--- src/rtl/mfi_pkg.sv ---
// Purpose: shared constants for the timer and i2c interrupt flag/enable bank
// Assumes: 32-bit axi4-lite register bus, one aligned word per register
// Notes:   two 8-bit flag/enable registers plus sticky status and mask registers
package mfi_pkg;
    localparam int unsigned ADDR_W   = 4;
    localparam int unsigned DATA_W   = 32;
    localparam int unsigned REG_W    = 8;
    localparam int unsigned NUM_EVT  = 5;

    // register byte offsets
    localparam logic [ADDR_W-1:0] OFS_TIMER1 = 4'h0;
    localparam logic [ADDR_W-1:0] OFS_TIMER3 = 4'h4;
    localparam logic [ADDR_W-1:0] OFS_STATUS = 4'h8;
    localparam logic [ADDR_W-1:0] OFS_MASK   = 4'hc;

    // field positions; P and A fields shared by both flag/enable registers, the i2c pair used by timer3 only
    localparam int unsigned BIT_P_EN   = 0;
    localparam int unsigned BIT_A_EN   = 1;
    localparam int unsigned BIT_I2C_EN = 2;
    localparam int unsigned BIT_P_FLAG = 4;
    localparam int unsigned BIT_A_FLAG = 5;
    localparam int unsigned BIT_I2C_FL = 6;

    // implemented bits of each register; everything else reads zero
    localparam logic [REG_W-1:0] IMPL_TIMER1 = 8'h33;
    localparam logic [REG_W-1:0] IMPL_TIMER3 = 8'h77;
    localparam logic [REG_W-1:0] REG_RESET   = 8'h00;

    // event index in status/mask: t1p, t1a, t3p, t3a, i2c
    localparam int unsigned EVT_T1P = 0;
    localparam int unsigned EVT_T1A = 1;
    localparam int unsigned EVT_T3P = 2;
    localparam int unsigned EVT_T3A = 3;
    localparam int unsigned EVT_I2C = 4;
    localparam logic [NUM_EVT-1:0] EVT_RESET = 5'h00;

    localparam logic [1:0] RESP_OKAY   = 2'h0;
    localparam logic [1:0] RESP_SLVERR = 2'h2;
endpackage

--- src/rtl/mfi_flag_cell.sv ---
// Purpose: one sticky request flag: hardware sets, software writes to change
// Assumes: event is a one-cycle or longer level in the aclk domain
// Notes:   set wins over a same-cycle software clear so no event is lost
`timescale 1ns/1ps
module mfi_flag_cell (
    input  wire logic aclk,
    input  wire logic aresetn,
    input  wire logic event_in,
    input  wire logic wr_en,
    input  wire logic wr_val,
    output logic      flag
);
    // flag holds until software writes zero; event beats the clear
    always_ff @(posedge aclk) begin
        if (!aresetn) begin
            flag <= 1'b0;
        end else if (event_in) begin
            flag <= 1'b1;
        end else if (wr_en) begin
            flag <= wr_val;
        end
    end
endmodule

--- src/rtl/mfi_irq_bank.sv ---
// Purpose: axi4-lite slave holding timer1, timer3 and i2c interrupt flags and enables
// Assumes: event inputs synchronous to aclk; one outstanding read and one write
// Notes:   a flag drives its cpu request line only while its enable is high;
//          sticky status/mask registers feed the single level irq output
//          flags stay set until software writes zero; set beats clear
`timescale 1ns/1ps

// How it works
// - timer1 reg bit5: timer1 compare A flag
// - timer1 reg bit4: timer1 compare P flag
// - timer1 reg bit1: compare A enable
// - timer1 reg bit0: compare P enable
// - unimplemented bits read zero, ignore writes
// - flags stay set until software writes zero
// - timer3 reg bit6 i2c flag, bit2 enable
// - timer3 reg bits 0,1 enables; 4,5 flags
// - flags set always; requests gated by enable
module mfi_irq_bank
    import mfi_pkg::*;
(
    input  wire logic                         aclk,
    input  wire logic                         aresetn,
    // peripheral events
    input  wire logic                         timer1_cmp_a_evt,
    input  wire logic                         timer1_cmp_p_evt,
    input  wire logic                         timer3_cmp_a_evt,
    input  wire logic                         timer3_cmp_p_evt,
    input  wire logic                         i2c_evt,
    // per-source requests toward the cpu interrupt logic
    output logic                              timer1_cmp_a_req,
    output logic                              timer1_cmp_p_req,
    output logic                              timer3_cmp_a_req,
    output logic                              timer3_cmp_p_req,
    output logic                              i2c_req,
    output logic                              irq,
    // axi4-lite write address
    input  wire logic [mfi_pkg::ADDR_W-1:0]   s_axi_awaddr,
    input  wire logic [2:0]                   s_axi_awprot,
    input  wire logic                         s_axi_awvalid,
    output logic                              s_axi_awready,
    // write data
    input  wire logic [mfi_pkg::DATA_W-1:0]   s_axi_wdata,
    input  wire logic [mfi_pkg::DATA_W/8-1:0] s_axi_wstrb,
    input  wire logic                         s_axi_wvalid,
    output logic                              s_axi_wready,
    // write response
    output logic [1:0]                        s_axi_bresp,
    output logic                              s_axi_bvalid,
    input  wire logic                         s_axi_bready,
    // read address
    input  wire logic [mfi_pkg::ADDR_W-1:0]   s_axi_araddr,
    input  wire logic [2:0]                   s_axi_arprot,
    input  wire logic                         s_axi_arvalid,
    output logic                              s_axi_arready,
    // read data
    output logic [mfi_pkg::DATA_W-1:0]        s_axi_rdata,
    output logic [1:0]                        s_axi_rresp,
    output logic                              s_axi_rvalid,
    input  wire logic                         s_axi_rready
);
    import mfi_pkg::*;

    // register map, one 32-bit word each, payload in the low bits:
    //   0x0 timer one   b5 cmp A flag, b4 cmp P flag, b1 cmp A en, b0 cmp P en
    //   0x4 timer three b6 i2c flag, b5 cmp A flag, b4 cmp P flag
    //                   b2 i2c en, b1 cmp A en, b0 cmp P en
    //   0x8 status      sticky record of every event, write one to clear
    //   0xc mask        one bit per status bit, gates the irq line
    // status and mask bit order: t1 P, t1 A, t3 P, t3 A, i2c from bit 0 up
    // the flags are ordinary read/write bits that events also set; writing
    // zero is the only way to drop one, since servicing never clears them
    // status keeps a second copy of the same events so a polling driver can
    // clear it with write-one without touching the per-source flags
    // a write answers on the edge after both address and data are held, a read
    // on the same edge that takes its address; one of each in flight at most
    // unmapped addresses answer slverr and change nothing; a write with byte
    // lane 0 off answers okay and changes nothing, since every field is there

    // elaboration guard: the read mux zero-fills above one register, so the
    // bus must be one 32-bit word and the event vector must fit a register
    if (DATA_W != 32 || REG_W > DATA_W || NUM_EVT > REG_W) begin : g_bad_width
        $error("mfi_irq_bank: unsupported width settings");
    end

    // write channel capture
    logic                  aw_held;
    logic                  w_held;
    logic [ADDR_W-1:0]     aw_addr;
    logic [DATA_W-1:0]     w_data;
    logic [DATA_W/8-1:0]   w_strb;
    logic                  wr_fire;
    logic                  wr_lane0;

    // enable bits, one per source
    logic                  t1_a_en;
    logic                  t1_p_en;
    logic                  t3_a_en;
    logic                  t3_p_en;
    logic                  i2c_en;
    // event strobes, flag cells and their write controls
    logic [NUM_EVT-1:0]    evt_vec;
    logic [NUM_EVT-1:0]    flag_vec;
    logic [NUM_EVT-1:0]    flag_wr;
    logic [NUM_EVT-1:0]    flag_val;
    // sticky status and its mask
    logic [NUM_EVT-1:0]    status;
    logic [NUM_EVT-1:0]    mask;
    // read images of the two flag/enable registers
    logic [REG_W-1:0]      t1_reg;
    logic [REG_W-1:0]      t3_reg;
    // per-source enables in event order, and the gated requests
    logic [NUM_EVT-1:0]    en_vec;
    logic [NUM_EVT-1:0]    req_vec;
    // write selects, decoded once and shared by every register that listens
    logic                  wr_t1;
    logic                  wr_t3;
    logic                  wr_status;
    logic                  wr_mask;
    // read mux output, registered into rdata
    logic [DATA_W-1:0]     next_rdata;

    // decode used by both read and write paths
    function automatic logic addr_mapped(input logic [ADDR_W-1:0] a);
        addr_mapped = (a == OFS_TIMER1) || (a == OFS_TIMER3) ||
                      (a == OFS_STATUS) || (a == OFS_MASK);
    endfunction

    // address and data may arrive in either order; each is held until both are in
    // ready is combinational from held state so it drops right after its item
    // is taken; bvalid blocks both channels until the response is accepted,
    // which keeps a single write in flight
    assign s_axi_awready = !aw_held && !s_axi_bvalid;
    assign s_axi_wready  = !w_held && !s_axi_bvalid;
    assign wr_fire       = aw_held && w_held && !s_axi_bvalid;
    assign wr_lane0      = wr_fire && w_strb[0] && addr_mapped(aw_addr);
    assign wr_t1         = wr_lane0 && (aw_addr == OFS_TIMER1);
    assign wr_t3         = wr_lane0 && (aw_addr == OFS_TIMER3);
    assign wr_status     = wr_lane0 && (aw_addr == OFS_STATUS);
    assign wr_mask       = wr_lane0 && (aw_addr == OFS_MASK);

    // write address capture, released once the write fires
    always_ff @(posedge aclk) begin
        if (!aresetn) begin
            aw_held <= 1'b0;
            aw_addr <= '0;
        end else if (s_axi_awvalid && s_axi_awready) begin
            aw_held <= 1'b1;
            aw_addr <= s_axi_awaddr;
        end else if (wr_fire) begin
            aw_held <= 1'b0;
        end
    end

    // write data capture, released once the write fires
    always_ff @(posedge aclk) begin
        if (!aresetn) begin
            w_held <= 1'b0;
            w_data <= '0;
            w_strb <= '0;
        end else if (s_axi_wvalid && s_axi_wready) begin
            w_held <= 1'b1;
            w_data <= s_axi_wdata;
            w_strb <= s_axi_wstrb;
        end else if (wr_fire) begin
            w_held <= 1'b0;
        end
    end

    // write response; unmapped addresses answer slverr and change nothing
    // bresp comes from the held address, so it always matches the write
    always_ff @(posedge aclk) begin
        if (!aresetn) begin
            s_axi_bvalid <= 1'b0;
            s_axi_bresp  <= RESP_OKAY;
        end else if (wr_fire) begin
            s_axi_bvalid <= 1'b1;
            s_axi_bresp  <= addr_mapped(aw_addr) ? RESP_OKAY : RESP_SLVERR;
        end else if (s_axi_bready) begin
            s_axi_bvalid <= 1'b0;
        end
    end

    // reset to zero
    // enables move only on a write to their own register with byte lane 0 on
    always_ff @(posedge aclk) begin
        if (!aresetn) begin
            t1_a_en <= 1'b0;
            t1_p_en <= 1'b0;
        end else if (wr_t1) begin
            t1_a_en <= w_data[BIT_A_EN];
            t1_p_en <= w_data[BIT_P_EN];
        end
    end

    // timer three enables
    // the timer three register adds the i2c pair at bits 6 and 2
    always_ff @(posedge aclk) begin
        if (!aresetn) begin
            t3_a_en <= 1'b0;
            t3_p_en <= 1'b0;
            i2c_en  <= 1'b0;
        end else if (wr_t3) begin
            t3_a_en <= w_data[BIT_A_EN];
            t3_p_en <= w_data[BIT_P_EN];
            i2c_en  <= w_data[BIT_I2C_EN];
        end
    end

    // events set flags regardless of enable
    assign evt_vec[EVT_T1P] = timer1_cmp_p_evt;
    assign evt_vec[EVT_T1A] = timer1_cmp_a_evt;
    assign evt_vec[EVT_T3P] = timer3_cmp_p_evt;
    assign evt_vec[EVT_T3A] = timer3_cmp_a_evt;
    assign evt_vec[EVT_I2C] = i2c_evt;

    // timer1 and timer3 flag writes
    // a write replaces the flag; a same-cycle event still wins in the cell
    assign flag_wr[EVT_T1P]  = wr_t1;
    assign flag_wr[EVT_T1A]  = wr_t1;
    assign flag_val[EVT_T1P] = w_data[BIT_P_FLAG];
    assign flag_val[EVT_T1A] = w_data[BIT_A_FLAG];
    assign flag_wr[EVT_T3P]  = wr_t3;
    assign flag_wr[EVT_T3A]  = wr_t3;
    assign flag_wr[EVT_I2C]  = wr_t3;
    assign flag_val[EVT_T3P] = w_data[BIT_P_FLAG];
    assign flag_val[EVT_T3A] = w_data[BIT_A_FLAG];
    assign flag_val[EVT_I2C] = w_data[BIT_I2C_FL];

    // flags held until written zero
    // one cell per source; the cell settles set against clear
    genvar gi;
    generate
        for (gi = 0; gi < NUM_EVT; gi++) begin : g_flag
            mfi_flag_cell u_flag (
                .aclk     (aclk),
                .aresetn  (aresetn),
                .event_in (evt_vec[gi]),
                .wr_en    (flag_wr[gi]),
                .wr_val   (flag_val[gi]),
                .flag     (flag_vec[gi])
            );
        end
    endgenerate

    // sticky status: set by events, cleared by writing one; set wins so an
    // event landing on the clear is never lost
    always_ff @(posedge aclk) begin
        if (!aresetn) begin
            status <= EVT_RESET;
        end else if (wr_status) begin
            status <= (status & ~w_data[NUM_EVT-1:0]) | evt_vec;
        end else begin
            status <= status | evt_vec;
        end
    end

    // mask is plain read/write; bits above the event count are dropped
    always_ff @(posedge aclk) begin
        if (!aresetn) begin
            mask <= EVT_RESET;
        end else if (wr_mask) begin
            mask <= w_data[NUM_EVT-1:0];
        end
    end

    // enables in event order, matching flag_vec bit for bit
    assign en_vec[EVT_T1P] = t1_p_en;
    assign en_vec[EVT_T1A] = t1_a_en;
    assign en_vec[EVT_T3P] = t3_p_en;
    assign en_vec[EVT_T3A] = t3_a_en;
    assign en_vec[EVT_I2C] = i2c_en;

    // request only while enabled
    // combinational, so a request drops in the cycle its enable clears
    generate
        for (gi = 0; gi < NUM_EVT; gi++) begin : g_req
            assign req_vec[gi] = flag_vec[gi] && en_vec[gi];
        end
    endgenerate

    assign timer1_cmp_a_req = req_vec[EVT_T1A];
    assign timer1_cmp_p_req = req_vec[EVT_T1P];
    assign timer3_cmp_a_req = req_vec[EVT_T3A];
    assign timer3_cmp_p_req = req_vec[EVT_T3P];
    assign i2c_req          = req_vec[EVT_I2C];

    // level irq, high while any unmasked status bit is set
    // the mask acts only here, so masking never loses a status bit
    assign irq = |(status & mask);

    // unimplemented bits read zero
    // timer one image; bits 7..6 and 3..2 stay zero
    always_comb begin
        t1_reg             = REG_RESET;
        t1_reg[BIT_A_FLAG] = flag_vec[EVT_T1A];
        t1_reg[BIT_P_FLAG] = flag_vec[EVT_T1P];
        t1_reg[BIT_A_EN]   = t1_a_en;
        t1_reg[BIT_P_EN]   = t1_p_en;
        t1_reg             = t1_reg & IMPL_TIMER1;
    end

    // timer three image; bits 7 and 3 stay zero
    always_comb begin
        t3_reg             = REG_RESET;
        t3_reg[BIT_I2C_FL] = flag_vec[EVT_I2C];
        t3_reg[BIT_A_FLAG] = flag_vec[EVT_T3A];
        t3_reg[BIT_P_FLAG] = flag_vec[EVT_T3P];
        t3_reg[BIT_I2C_EN] = i2c_en;
        t3_reg[BIT_A_EN]   = t3_a_en;
        t3_reg[BIT_P_EN]   = t3_p_en;
        t3_reg             = t3_reg & IMPL_TIMER3;
    end

    // read channel: one read at a time, data registered
    // arready drops while an answer waits, so the mux never holds an address
    // of its own; the cost is a dead cycle between back-to-back reads
    assign s_axi_arready = !s_axi_rvalid;

    // read mux, decoded apart from the response flop; unmapped reads give zero
    // status and mask are narrower than a register and zero-fill the same way
    always_comb begin
        next_rdata = '0;
        case (s_axi_araddr)
            OFS_TIMER1: next_rdata = {{(DATA_W-REG_W){1'b0}}, t1_reg};
            OFS_TIMER3: next_rdata = {{(DATA_W-REG_W){1'b0}}, t3_reg};
            OFS_STATUS: next_rdata = {{(DATA_W-NUM_EVT){1'b0}}, status};
            OFS_MASK:   next_rdata = {{(DATA_W-NUM_EVT){1'b0}}, mask};
            default:    next_rdata = '0;
        endcase
    end

    // read response flop; rvalid, rdata and rresp stand until rready
    always_ff @(posedge aclk) begin
        if (!aresetn) begin
            s_axi_rvalid <= 1'b0;
            s_axi_rdata  <= '0;
            s_axi_rresp  <= RESP_OKAY;
        end else if (s_axi_arvalid && s_axi_arready) begin
            s_axi_rvalid <= 1'b1;
            s_axi_rresp  <= addr_mapped(s_axi_araddr) ? RESP_OKAY : RESP_SLVERR;
            s_axi_rdata  <= next_rdata;
        end else if (s_axi_rready) begin
            s_axi_rvalid <= 1'b0;
        end
    end
endmodule

--- config.mk ---
export PLATFORM = sky130hd
export DESIGN_NAME = mfi_irq_bank
export DESIGN_NICKNAME = d
export VERILOG_FILES = /design/src/rtl/mfi_pkg.sv /design/src/rtl/mfi_flag_cell.sv /design/src/rtl/mfi_irq_bank.sv
export SDC_FILE = /design/constraint.sdc
export NUM_CORES = 1
export LEC_CHECK = 0
export BUFFER_PORTS_ARGS = -buffer_cell sky130_fd_sc_hd__buf_2
export CORE_ASPECT_RATIO = 1.2
export CORE_MARGIN = 5
export CORE_UTILIZATION = 50
export CTS_BUF_LIST = sky130_fd_sc_hd__clkbuf_2 sky130_fd_sc_hd__clkbuf_4 sky130_fd_sc_hd__clkbuf_8
export CTS_CLUSTER_DIAMETER = 120
export DETAILED_ROUTE_END_ITERATION = 10
export HOLD_SLACK_MARGIN = 0.03
export PLACE_DENSITY = 0.89
export SLEW_MARGIN = 20
export SYNTH_ARGS = -nofsm -noshare
export SYNTH_HDL_FRONTEND = slang
export SYNTH_SLANG_ARGS = --single-unit
--- constraint.sdc ---
create_clock -name aclk -period 4.1 [get_ports aclk]
set_input_delay 1.23 -clock aclk [delete_from_list [all_inputs] [get_ports aclk]]
set_output_delay 1.23 -clock aclk [all_outputs]
set_load 0.01 [all_outputs]
## After elaboration in Yosys (flattened, before gate mapping)

Cells that the tools add are included.

- Memories kept: 0
- Memory bits (read-only): 0
- Input port bits: 62
- Register bits: 72
- Bits in latches: 0
- Output and inout bits: 47
- Memory bits (writable): 0

- Div/mod/pow operators: 0
- Equal/unequal tests: 6
- Bitwise logic cells: 5
- Add/subtract/negate cells: 0
- Mux-type cells: 21
- Shifts and indexed selects: 0
- $mul: 0
- Magnitude comparators: 0
- Reductions and logical operators: 40

Operator list:

| cell | number |
|---|---|
| $pmux 7 s4 | 1 |
| $logic_and 1x1->1 | 18 |
| $reduce_bool 2->1 | 9 |
| $mux 1 | 17 |
| $eq 4x4->1 const B | 4 |
| $and 5x5->5 | 2 |
| $or 5x5->5 | 2 |
| $eq 4x3->1 const B | 2 |
| $logic_not 4->1 | 2 |
| $logic_or 1x1->1 | 6 |
| $mux 5 | 1 |
| $not 5->5 | 1 |
| $reduce_or 5->1 | 1 |
| $logic_not 1->1 | 4 |
| $mux 2 | 2 |

## Logic depth before layout (Yosys ltp)

Gate-level depths: netlist of the first run.

- Word-level depth: 8
- Mapped depth: 6

## Hierarchy

Synthesis of the first run repeated with hierarchy kept, for this count alone.

- Cells, all modules: 234
- Area, all modules: 2188.3 um^2

By module, submodules not included:

| module | seq. area each (um^2) | times used | cells an instance | area an instance (um^2) |
|---|---|---|---|---|
| mfi_irq_bank | 800.8 | 1 | 219 | 1994.4 |
| mfi_flag_cell | 20.0 | 5 | 3 | 38.8 |

## Least setup slack after synthesis of the first run

OpenSTA, ideal clock, no wires.

- Path kind: input port to flip-flop
- From: in s_axi_araddr[1] (netlist bit)
- To: reg s_axi_rdata[3] (netlist bit)
- Cell stages on the path: 3
- Setup slack: 1847 ps
- Buffers on the path: 0
- Data arrival time: 2183 ps
- Path through: or3b_2 -> or3_1 -> a21oi_1

- Word-level cells in the longest chain between the ends: 2
- Elaborated cells on any way between the ends: 5

RTL lines:

| what | RTL line | source |
|---|---|---|
| start, declared | mfi_irq_bank.sv:51 | `input wire logic [mfi_pkg::ADDR_W-1:0] s_axi_araddr,` |
| $eq 4x4->1, or another cell as far along | mfi_irq_bank.sv:323 | `case (s_axi_araddr)` |
| $pmux 7 s4 * | mfi_irq_bank.sv:323 |  |
| end signal, assigned | mfi_irq_bank.sv:341 | `s_axi_rdata <= next_rdata;` |
| end, declared | mfi_irq_bank.sv:56 | `output logic [mfi_pkg::DATA_W-1:0] s_axi_rdata,` |

Mark *: on every way between the ends. The rest lies on a longest branch, timed or not.
A chain may end at the register's enable or synchronous reset.

## Worst setup path in the final report of the first run

- From: in aresetn
- To: reg g_flag[3].u_flag.flag

RTL lines:

| what | RTL line | source |
|---|---|---|
| start, declared | mfi_irq_bank.sv:22 | `input wire logic aresetn,` |
| end signal, assigned | mfi_flag_cell.sv:20 | `flag <= wr_val;` |
| end, declared | mfi_flag_cell.sv:11 | `output logic flag` |

No word-level cell between the ends.

==> flow_summary.toml, run 1 <==
[detailed_routing]
total_drc_errors_in_the_routed_layout = 0
viasPerCell = 5.235
routed-via-count = 1806
dr.first_iter.drc_count = 104
drt.antenna.violating_nets = 0
drt_first_pass_iters = 4
drt_wl_total_um = 4664
wl_per_cell_um = 13.52

[synthesis]
count_of_mapped_cells_out_of_synthesis = 247
synth_async_sr_flop_share_pct = 0
synthAdderAreaFrac_pct = 0
yosysWarningCount = 0
synth.ff_latch_count = 45
synth-compound-area-share_pct = 14.45
synth_simple_gate_area_share_pct = 20.16
synth.distinct_cells = 39
largest_family_of_logic_cells_by_synthesized_area = "simple AND/OR/NAND/NOR gates"
dominantRegCellSynth = "sky130_fd_sc_hd__dfxtp_1"
yosys-mux-area-fraction_pct = 10.17
synthXorXnorAreaFrac_pct = 0
syn-mean-instance-area_sq_um = 8.870
edff_count_synth = 0
syn_area_sq_mm = 0.002191
fraction_of_the_yosys_area_taken_by_sequential_cells_pct = 41.12

[clock_network]
cts-buffers-inserted = 5
cts_resized = 0
root_buffer = "sky130_fd_sc_hd__clkbuf_8"
cts_tree = "yes"
cts_max_level = 2
cts-hold-fix-buffers = 0
post-cts-setup-buffer-count = 0
cts_buffer_depth = 2
source_to_sink_clock_delay_at_the_later_pin_of_the_worst_skew_pair_ps = 300
worst_setup_hold_path_clk_slew_ps = 70
clkSinkCount = 45

[die]
floorplan.initialDensity_pct = 51.41
die_area_sq_mm = 0.005811
std_cell_rows = 26
pin_count = 109
core_region_area_sq_mm = 0.004262
floorplan.die.width_um = 70.43
die-height_um = 82.51

[global_route]
grt_use_total_pct = 16.99
grt_max_degree = 36
first_global_vias = 1714
grt-ovfl-total = 0
globalRouteMet2Util_pct = 29.87
globalRouteMet3Util_pct = 5.327
grt_first_pass_wirelength_um = 7762
grt_most_used_layer = "met2"
initial_antenna_violation_count = 0
globalRouteMet1Util_pct = 19.21

[critical_path]
path_depth_of_the_worst_reg2reg_path = 3
cp_num_cells = 3
path_delay_family = "buffers and inverters"
worst_setup_path_startpoint = "aresetn"
critPathMaxFanout = 35
timing_worst_setup_path_type = "in -> reg"
crit_arrival_ps = 2650
worstSetupEndpoint = "g_flag[3].u_flag.flag"
cp_cell_sequence = "buf_2, clkinv_1, a31oi_1"
timing.critical_path.slowest_cell_delay_ps = 770
worstPathBufferInverterCount = 2
regToRegEndpoint = "g_flag[4].u_flag.flag"
endpoint_kind = "flip-flop"
reg2reg_setup_slack_ps = 2490
cp_data_required_time_ps = 4300
startpoint_type = "input port"
slowest_stage = "sky130_fd_sc_hd__clkinv_1"
worst_r2r_startpoint = "s_axi_bvalid"

[power]
total_leakage_power_nw = 1.033
power_mw = 0.8713
power_per_cell_area_mw_per_mm2 = 361.0
vdd_drop_max_mv = 0.2246

[placement]
place_worst_setup_slack_ps = 1344
place_area_sq_mm = 0.002322
post-dp-hpwl_um = 3550
placement.io_buffers = 47
dp_cells = 337
routabilityCongestion = 0.8059

[timing]
final.setup.tns_ps = 0
final_min_period_over_clock_period_pct = 59.74
timing.final.setup_violations = 0
slew-limit-headroom_pct = 37.41
fin_ws_ps = 1650
number_of_pins_exceeding_their_max_slew_limit_in_the_final_report = 0
clock_skew_ps = 8.638
worstMarginPinSlew_ps = 933.1
rsz_0062_raised_after_global_routing = "false"
hold-worst-slack_ps = 451.5
hold_viol = 0
fmax_mhz = 408.2
finalCriticalPeriod_ps = 2450

[finish]
fraction_of_layout_instances_using_a_drive_strength_above_1_pct = 21.80
finalCoreUtilization_pct = 56.64
n_antenna_cell = 0
most-common-layout-cells = "sky130_fd_sc_hd__buf_2, sky130_fd_sc_hd__dfxtp_1, sky130_fd_sc_hd__conb_1"
flow.area_growth_from_synthesis_pct = 10.17
layout.cells.most_common = "sky130_fd_sc_hd__buf_2"
final_net_count = 350
finish.cell_count_without_fillers = 345
final_cell_area_excluding_filler_cells_sq_mm = 0.002414
number_of_filler_instances_in_the_final_layout = 391

[run]
drv.max_cap_violation_count = 0

[run_status]
status = "complete, no violations"

[hold_path]
hold_path.class = "reg -> reg"
holdCritStartpoint = "s_axi_rdata[5]"
==> synthesized netlist by cell type (2+ instances only) <==
cell,instances,area share [%]
sky130_fd_sc_hd__dfxtp_1,45,41
sky130_fd_sc_hd__buf_4,27,9.3
sky130_fd_sc_hd__mux2i_1,20,9.1
sky130_fd_sc_hd__nand3_1,20,4.6
sky130_fd_sc_hd__a21oi_1,17,3.9
sky130_fd_sc_hd__nor2_1,17,2.9
sky130_fd_sc_hd__o21ai_0,15,3.4
sky130_fd_sc_hd__a31oi_1,10,2.9
sky130_fd_sc_hd__o21ai_1,10,2.3
sky130_fd_sc_hd__clkbuf_1,6,1.0
sky130_fd_sc_hd__inv_1,6,1.0
sky130_fd_sc_hd__nand2_1,6,1.0
sky130_fd_sc_hd__and2_1,5,1.4
sky130_fd_sc_hd__buf_2,4,0.91
sky130_fd_sc_hd__nand2b_1,4,1.1
sky130_fd_sc_hd__buf_6,3,1.5
sky130_fd_sc_hd__nor3_1,3,0.69
sky130_fd_sc_hd__o22a_1,3,1.2
sky130_fd_sc_hd__mux2_2,2,1.0
sky130_fd_sc_hd__nand4_1,2,0.57
sky130_fd_sc_hd__nand4b_1,2,0.80
sky130_fd_sc_hd__nor2b_1,2,0.57
sky130_fd_sc_hd__or3_1,2,0.57
==> worst min-delay path, delay by kind of cell, from the launching register on <==
family          cells  cell delay, ps
simple gates        1              50
compound gates      1              50
flops               1             310
==> registers in the layout, summed over array words and instances (netlist names), 4 cells and up <==
signal and count:
g_flag.u_flag.flag 5, aw_addr 4, mask 5, status 5, w_data 7, s_axi_rdata 7
==> worst min path at each step <==
stage                     endpoint  cells past startpoint
floorplan                status[3]                      1
global placement    s_axi_rdata[3]                      2
detailed placement  s_axi_rdata[5]                      2
CTS                 s_axi_rdata[5]                      2
global route        s_axi_rdata[3]                      2
finish              s_axi_rdata[5]                      2
==> routing by layer <==
layer  up-vias  part of all wire (%)
met2        60                    49
met3         9                   8.4
met5         -                     0
met1       829                    41
met4         0                   1.9
li1        908                     -
==> report_power, final <==
| part | switching, mW | internal, mW | total (mW) |
|---|---|---|---|
| logic | 0.0650 | 0.0454 | 0.110 |
| clock network | 0.139 | 0.141 | 0.280 |
| registers | 0.0235 | 0.457 | 0.481 |
==> layout make-up <==
type	count	area, sq um	share of cell area, %
Clock buffer	8	91.34	3.784
Inverter	7	26.28	1.089
Sequential cell	45	900.9	37.33
Multi-Input combinational cell	181	1082	44.84
Timing Repair Buffer	48	242.7	10.06
Tap cell	56	70.07	2.903
==> cell families after synthesis <==
family                 after synthesis
AO/OA/AOI/OAI                       57
buffers and inverters               47
flip-flops                          45
multiplexers                        22
other                                1
AND/OR/NAND/NOR                     75
No activity file was read; power rests on OpenSTA's default activity.
==> run 2, diff against run 1 <==
CORE_UTILIZATION = 47   (was 50)
PLACE_DENSITY = 0.85   (was 0.89)
clock period = 2.4 ns   (was 4.1 ns; I/O delays follow)
==> flow_summary.toml, run 2 (same netlist as run 1, synthesis figures left out) <==
[run_status]
status = "complete, no violations"

[power]
vdd_drop_max_mv = 0.4618
total_leakage_power_nw = 1.050
power_per_cell_area_mw_per_mm2 = 656.5

[clock_network]
cts-buffers-inserted = 5
post-cts-setup-buffer-count = 0
worst_setup_hold_path_clk_slew_ps = 80
source_to_sink_clock_delay_at_the_later_pin_of_the_worst_skew_pair_ps = 300
cts_max_level = 2
cts_resized = 0
cts_tree = "yes"
root_buffer = "sky130_fd_sc_hd__clkbuf_8"
cts-hold-fix-buffers = 0
clkSinkCount = 45
cts_buffer_depth = 2

[detailed_routing]
drt_wl_total_um = 4701
drt_first_pass_iters = 4
routed-via-count = 1794
dr.first_iter.drc_count = 97
wl_per_cell_um = 13.51
total_drc_errors_in_the_routed_layout = 0
drt.antenna.violating_nets = 0
viasPerCell = 5.155

[global_route]
grt_use_total_pct = 15.51
grt_first_pass_wirelength_um = 7562
initial_antenna_violation_count = 0
grt-ovfl-total = 0
grt_most_used_layer = "met2"
first_global_vias = 1606
globalRouteMet1Util_pct = 18.85
globalRouteMet3Util_pct = 4.311
globalRouteMet2Util_pct = 26.01
grt_max_degree = 36

[critical_path]
endpoint_kind = "output port"
cp_data_required_time_ps = 1680
crit_arrival_ps = 1240
startpoint_type = "flip-flop"
timing_worst_setup_path_type = "reg -> out"
critPathMaxFanout = 3

[timing]
hold_viol = 0
clock_skew_ps = 9.421
fmax_mhz = 509.6
number_of_pins_exceeding_their_max_slew_limit_in_the_final_report = 0
final.setup.tns_ps = 0
finalCriticalPeriod_ps = 1962
final_min_period_over_clock_period_pct = 81.76
slew-limit-headroom_pct = 50.33
rsz_0062_raised_after_global_routing = "false"
fin_ws_ps = 437.7
worstMarginPinSlew_ps = 741.9
timing.final.setup_violations = 0

[die]
die_area_sq_mm = 0.006132
floorplan.die.width_um = 72.33
floorplan.initialDensity_pct = 48.04
core_region_area_sq_mm = 0.004561
std_cell_rows = 27
pin_count = 109
die-height_um = 84.79

[finish]
flow.area_growth_from_synthesis_pct = 11.94
n_antenna_cell = 0
layout.cells.most_common = "sky130_fd_sc_hd__buf_2"
most-common-layout-cells = "sky130_fd_sc_hd__buf_2, sky130_fd_sc_hd__dfxtp_1, sky130_fd_sc_hd__conb_1"
final_net_count = 351
fraction_of_layout_instances_using_a_drive_strength_above_1_pct = 22.07
layout_top_registers = "s_axi_rdata x7, w_data x7"

[run]
drv.max_cap_violation_count = 0

[placement]
routabilityCongestion = 0.7954
placement.io_buffers = 47
post-dp-hpwl_um = 3610
place_worst_setup_slack_ps = 483.1

[hold_path]
hold_path.class = "reg -> reg"
## run 2: cell types whose count changed in the layout (fill, tap and decap cells not counted)
cell                        change
sky130_fd_sc_hd__bufinv_16      +1
sky130_fd_sc_hd__clkbuf_4       -2
sky130_fd_sc_hd__clkbuf_8       +1
sky130_fd_sc_hd__buf_4          +1
## run 2: per-layer routing
layer | vias up | part of all wire (%)
met5 | - | 0
met4 | 0 | 1.3
met3 | 7 | 8.3
met2 | 72 | 48
met1 | 809 | 42
li1 | 906 | -
## run 2: report_power, final
part	leakage (nW)	total, mW	switching (mW)	internal (mW)
logic	0.619	0.190	0.111	0.0785
clock network	0.0619	0.599	0.248	0.351
registers	0.369	0.821	0.0402	0.781
total	1.05	1.61	0.400	1.21
## run 2: final timing paths
path | start | end | slack (ps) | cells after the start
worst max-delay path | status[4] | irq | 440 | 3
worst min-delay path | s_axi_rdata[3] | s_axi_rdata[3] | 450 | 2
worst max register to register | s_axi_bvalid | status[2] | 790 | 3
worst min register to register | s_axi_rdata[3] | s_axi_rdata[3] | 450 | 2
## run 2: worst max-delay path, stage by stage (launching register included)
cell and delay (ps):
sky130_fd_sc_hd__dfxtp_1 330, sky130_fd_sc_hd__a222oi_1 370, sky130_fd_sc_hd__nand2_1 90, sky130_fd_sc_hd__buf_2 150
## run 2: cell type report
type / count / area, sq um
fillers: 429 / 2108
multi-input cells: 181 / 1082
flip-flops and latches: 45 / 900.9
repair buffers: 49 / 250.2
clock buffers: 7 / 90.09
well taps: 58 / 72.57
clock inverters: 1 / 30.03
inverters: 7 / 26.28
## run 2: per-stage QoR
step | instances | cell area [sq um] | util, % | total power, mW | hold WS, ps
final | 348 | 2452 | 53.77 | 1.610 | 452.4
after global routing | 348 | 2452 | 53.77 | 1.688 | 483.8
after CTS | 348 | 2452 | 53.77 | 1.619 | 456.1
after detailed placement | 340 | 2332 | 51.14 | 1.027 | 444.9
after global placement | 340 | 2332 | 51.14 | 1.020 | 437.8
after floorplan | 273 | 2288 | - | 1.004 | 435.8
==> run 3, diff against run 2 <==
CORE_UTILIZATION = 43   (was 47)
PLACE_DENSITY = 0.82   (was 0.85)
clock period = 1.65 ns   (was 2.4 ns; I/O delays follow)
==> flow_summary.toml, run 3 (same netlist as run 1, synthesis figures left out) <==
[critical_path]
worst_r2r_startpoint = "aw_addr[0]"
timing_worst_setup_path_type = "reg -> out"
endpoint_kind = "output port"
startpoint_type = "flip-flop"
reg2reg_setup_slack_ps = 140
cp_data_required_time_ps = 1150
critPathMaxFanout = 2
regToRegEndpoint = "status[3]"
crit_arrival_ps = 1180
path_depth_of_the_worst_reg2reg_path = 3

[hold_path]
timing.hold.worst_path_depth = 3
min_delay_worst_endpoint = "aw_addr[1]"
hold_path.class = "in -> reg"
holdCritStartpoint = "s_axi_awaddr[1]"

[placement]
routabilityCongestion = 0.8425
post-dp-hpwl_um = 3755
placement.io_buffers = 47

[global_route]
grt-ovfl-total = 0
initial_antenna_violation_count = 0
grt_use_total_pct = 15.14
grt_max_degree = 36
first_global_vias = 1698
grt_first_pass_wirelength_um = 7707

[clock_network]
root_buffer = "sky130_fd_sc_hd__clkbuf_8"
cts_max_level = 2
worst_setup_hold_path_clk_slew_ps = 80
cts_tree = "yes"
cts_buffer_depth = 2
source_to_sink_clock_delay_at_the_later_pin_of_the_worst_skew_pair_ps = 300
cts-buffers-inserted = 5
clkSinkCount = 45

[detailed_routing]
wl_per_cell_um = 13.81
drt_wl_total_um = 4985
routed-via-count = 1858
viasPerCell = 5.147
dr.first_iter.drc_count = 103
total_drc_errors_in_the_routed_layout = 0
drt.antenna.violating_nets = 0
drt_first_pass_iters = 4

[finish]
final_net_count = 362
most-common-layout-cells = "sky130_fd_sc_hd__buf_2, sky130_fd_sc_hd__dfxtp_1, sky130_fd_sc_hd__conb_1"
flow.area_growth_from_synthesis_pct = 15.19
n_antenna_cell = 0
layout.cells.most_common = "sky130_fd_sc_hd__buf_2"
layout_top_registers = "s_axi_rdata x7, w_data x7"
fraction_of_layout_instances_using_a_drive_strength_above_1_pct = 26.25

[die]
core_region_area_sq_mm = 0.004940
die_area_sq_mm = 0.006628
pin_count = 109
floorplan.initialDensity_pct = 44.35
std_cell_rows = 28
floorplan.die.width_um = 75.16
die-height_um = 88.19

[timing]
final.setup.tns_ps = -22.60
rsz_0062_raised_after_global_routing = "true"
hold_viol = 0
finalCriticalPeriod_ps = 1673
clock_skew_ps = 7.805
fmax_mhz = 597.9
number_of_pins_exceeding_their_max_slew_limit_in_the_final_report = 0
hold-worst-slack_ps = 428.4
final_min_period_over_clock_period_pct = 101.4
timing.final.setup_violations = 1
fin_ws_ps = -22.60

[power]
vdd_drop_max_mv = 0.7016
power_per_cell_area_mw_per_mm2 = 888.5
total_leakage_power_nw = 1.099

[run_status]
violated_checks = "negative setup slack"
status = "finished, violations left"

[run]
drv.max_cap_violation_count = 0
==> run 3: power breakdown <==
part	total [mW]	switching (mW)	internal (mW)
clock	0.747	0.369	0.379
sequential	1.19	0.0511	1.14
combinational	0.307	0.175	0.133
==> run 3: per-stage QoR <==
step                cells  power [mW]  cell area [sq um]  setup slack [ps]  utilization, %
finish                361       2.242               2524            -22.60           51.09
floorplan             273       1.460               2288             82.45               -
global route          361       2.348               2524            -96.71           51.09
global placement      352       1.506               2410             14.53           48.78
detailed placement    352       1.516               2410             11.28           48.78
CTS                   361       2.259               2520            -35.98           51.01
==> run 3: how the worst max path moves through the flow <==
stage | startpoint | end | slack, ps | cells after the start
after floorplan | s_axi_bvalid | i2c_en | 80 | 6
after global placement | s_axi_araddr[1] | s_axi_rdata[3] | 10 | 4
after detailed placement | s_axi_araddr[1] | s_axi_rdata[3] | 10 | 4
after CTS | mask[4] | irq | -40 | 3
after global routing | mask[4] | irq | -100 | 3
final | mask[4] | irq | -20 | 3
==> run 3: critical path: stages, from the launching register on <==
cell                       delay, ps
sky130_fd_sc_hd__dfxtp_2         330
sky130_fd_sc_hd__a222oi_1        310
sky130_fd_sc_hd__nand2_1         100
sky130_fd_sc_hd__buf_2           140
==> run 3: repair_timing <==
action                     4_1_cts  5_1_grt
pin swaps                        2        0
hold buffers                     0        0
setup buffers                    1        0
resized for setup                1        3
setup endpoints to repair        1        2
==> run 3: metal layers <==
layer  vias to the layer above  GRT usage, %  part of all wire (%)
met5                         -             0                     0
met4                         0         6.359                   2.3
met3                        13         4.592                   9.3
met2                        68         24.48                    48
met1                       852         18.54                    40
li1                        925             -                     -
==> run 3: final cells by class <==
| type | instances | area, sq um |
|---|---|---|
| tap | 60 | 75.07 |
| timing repair buffer | 60 | 332.8 |
| multi-input combinational | 181 | 1082 |
| fill | 471 | 2416 |
| sequential | 45 | 905.9 |
| inverter | 7 | 26.28 |
| clock inverter | 1 | 5.005 |
| clock buffer | 7 | 96.34 |
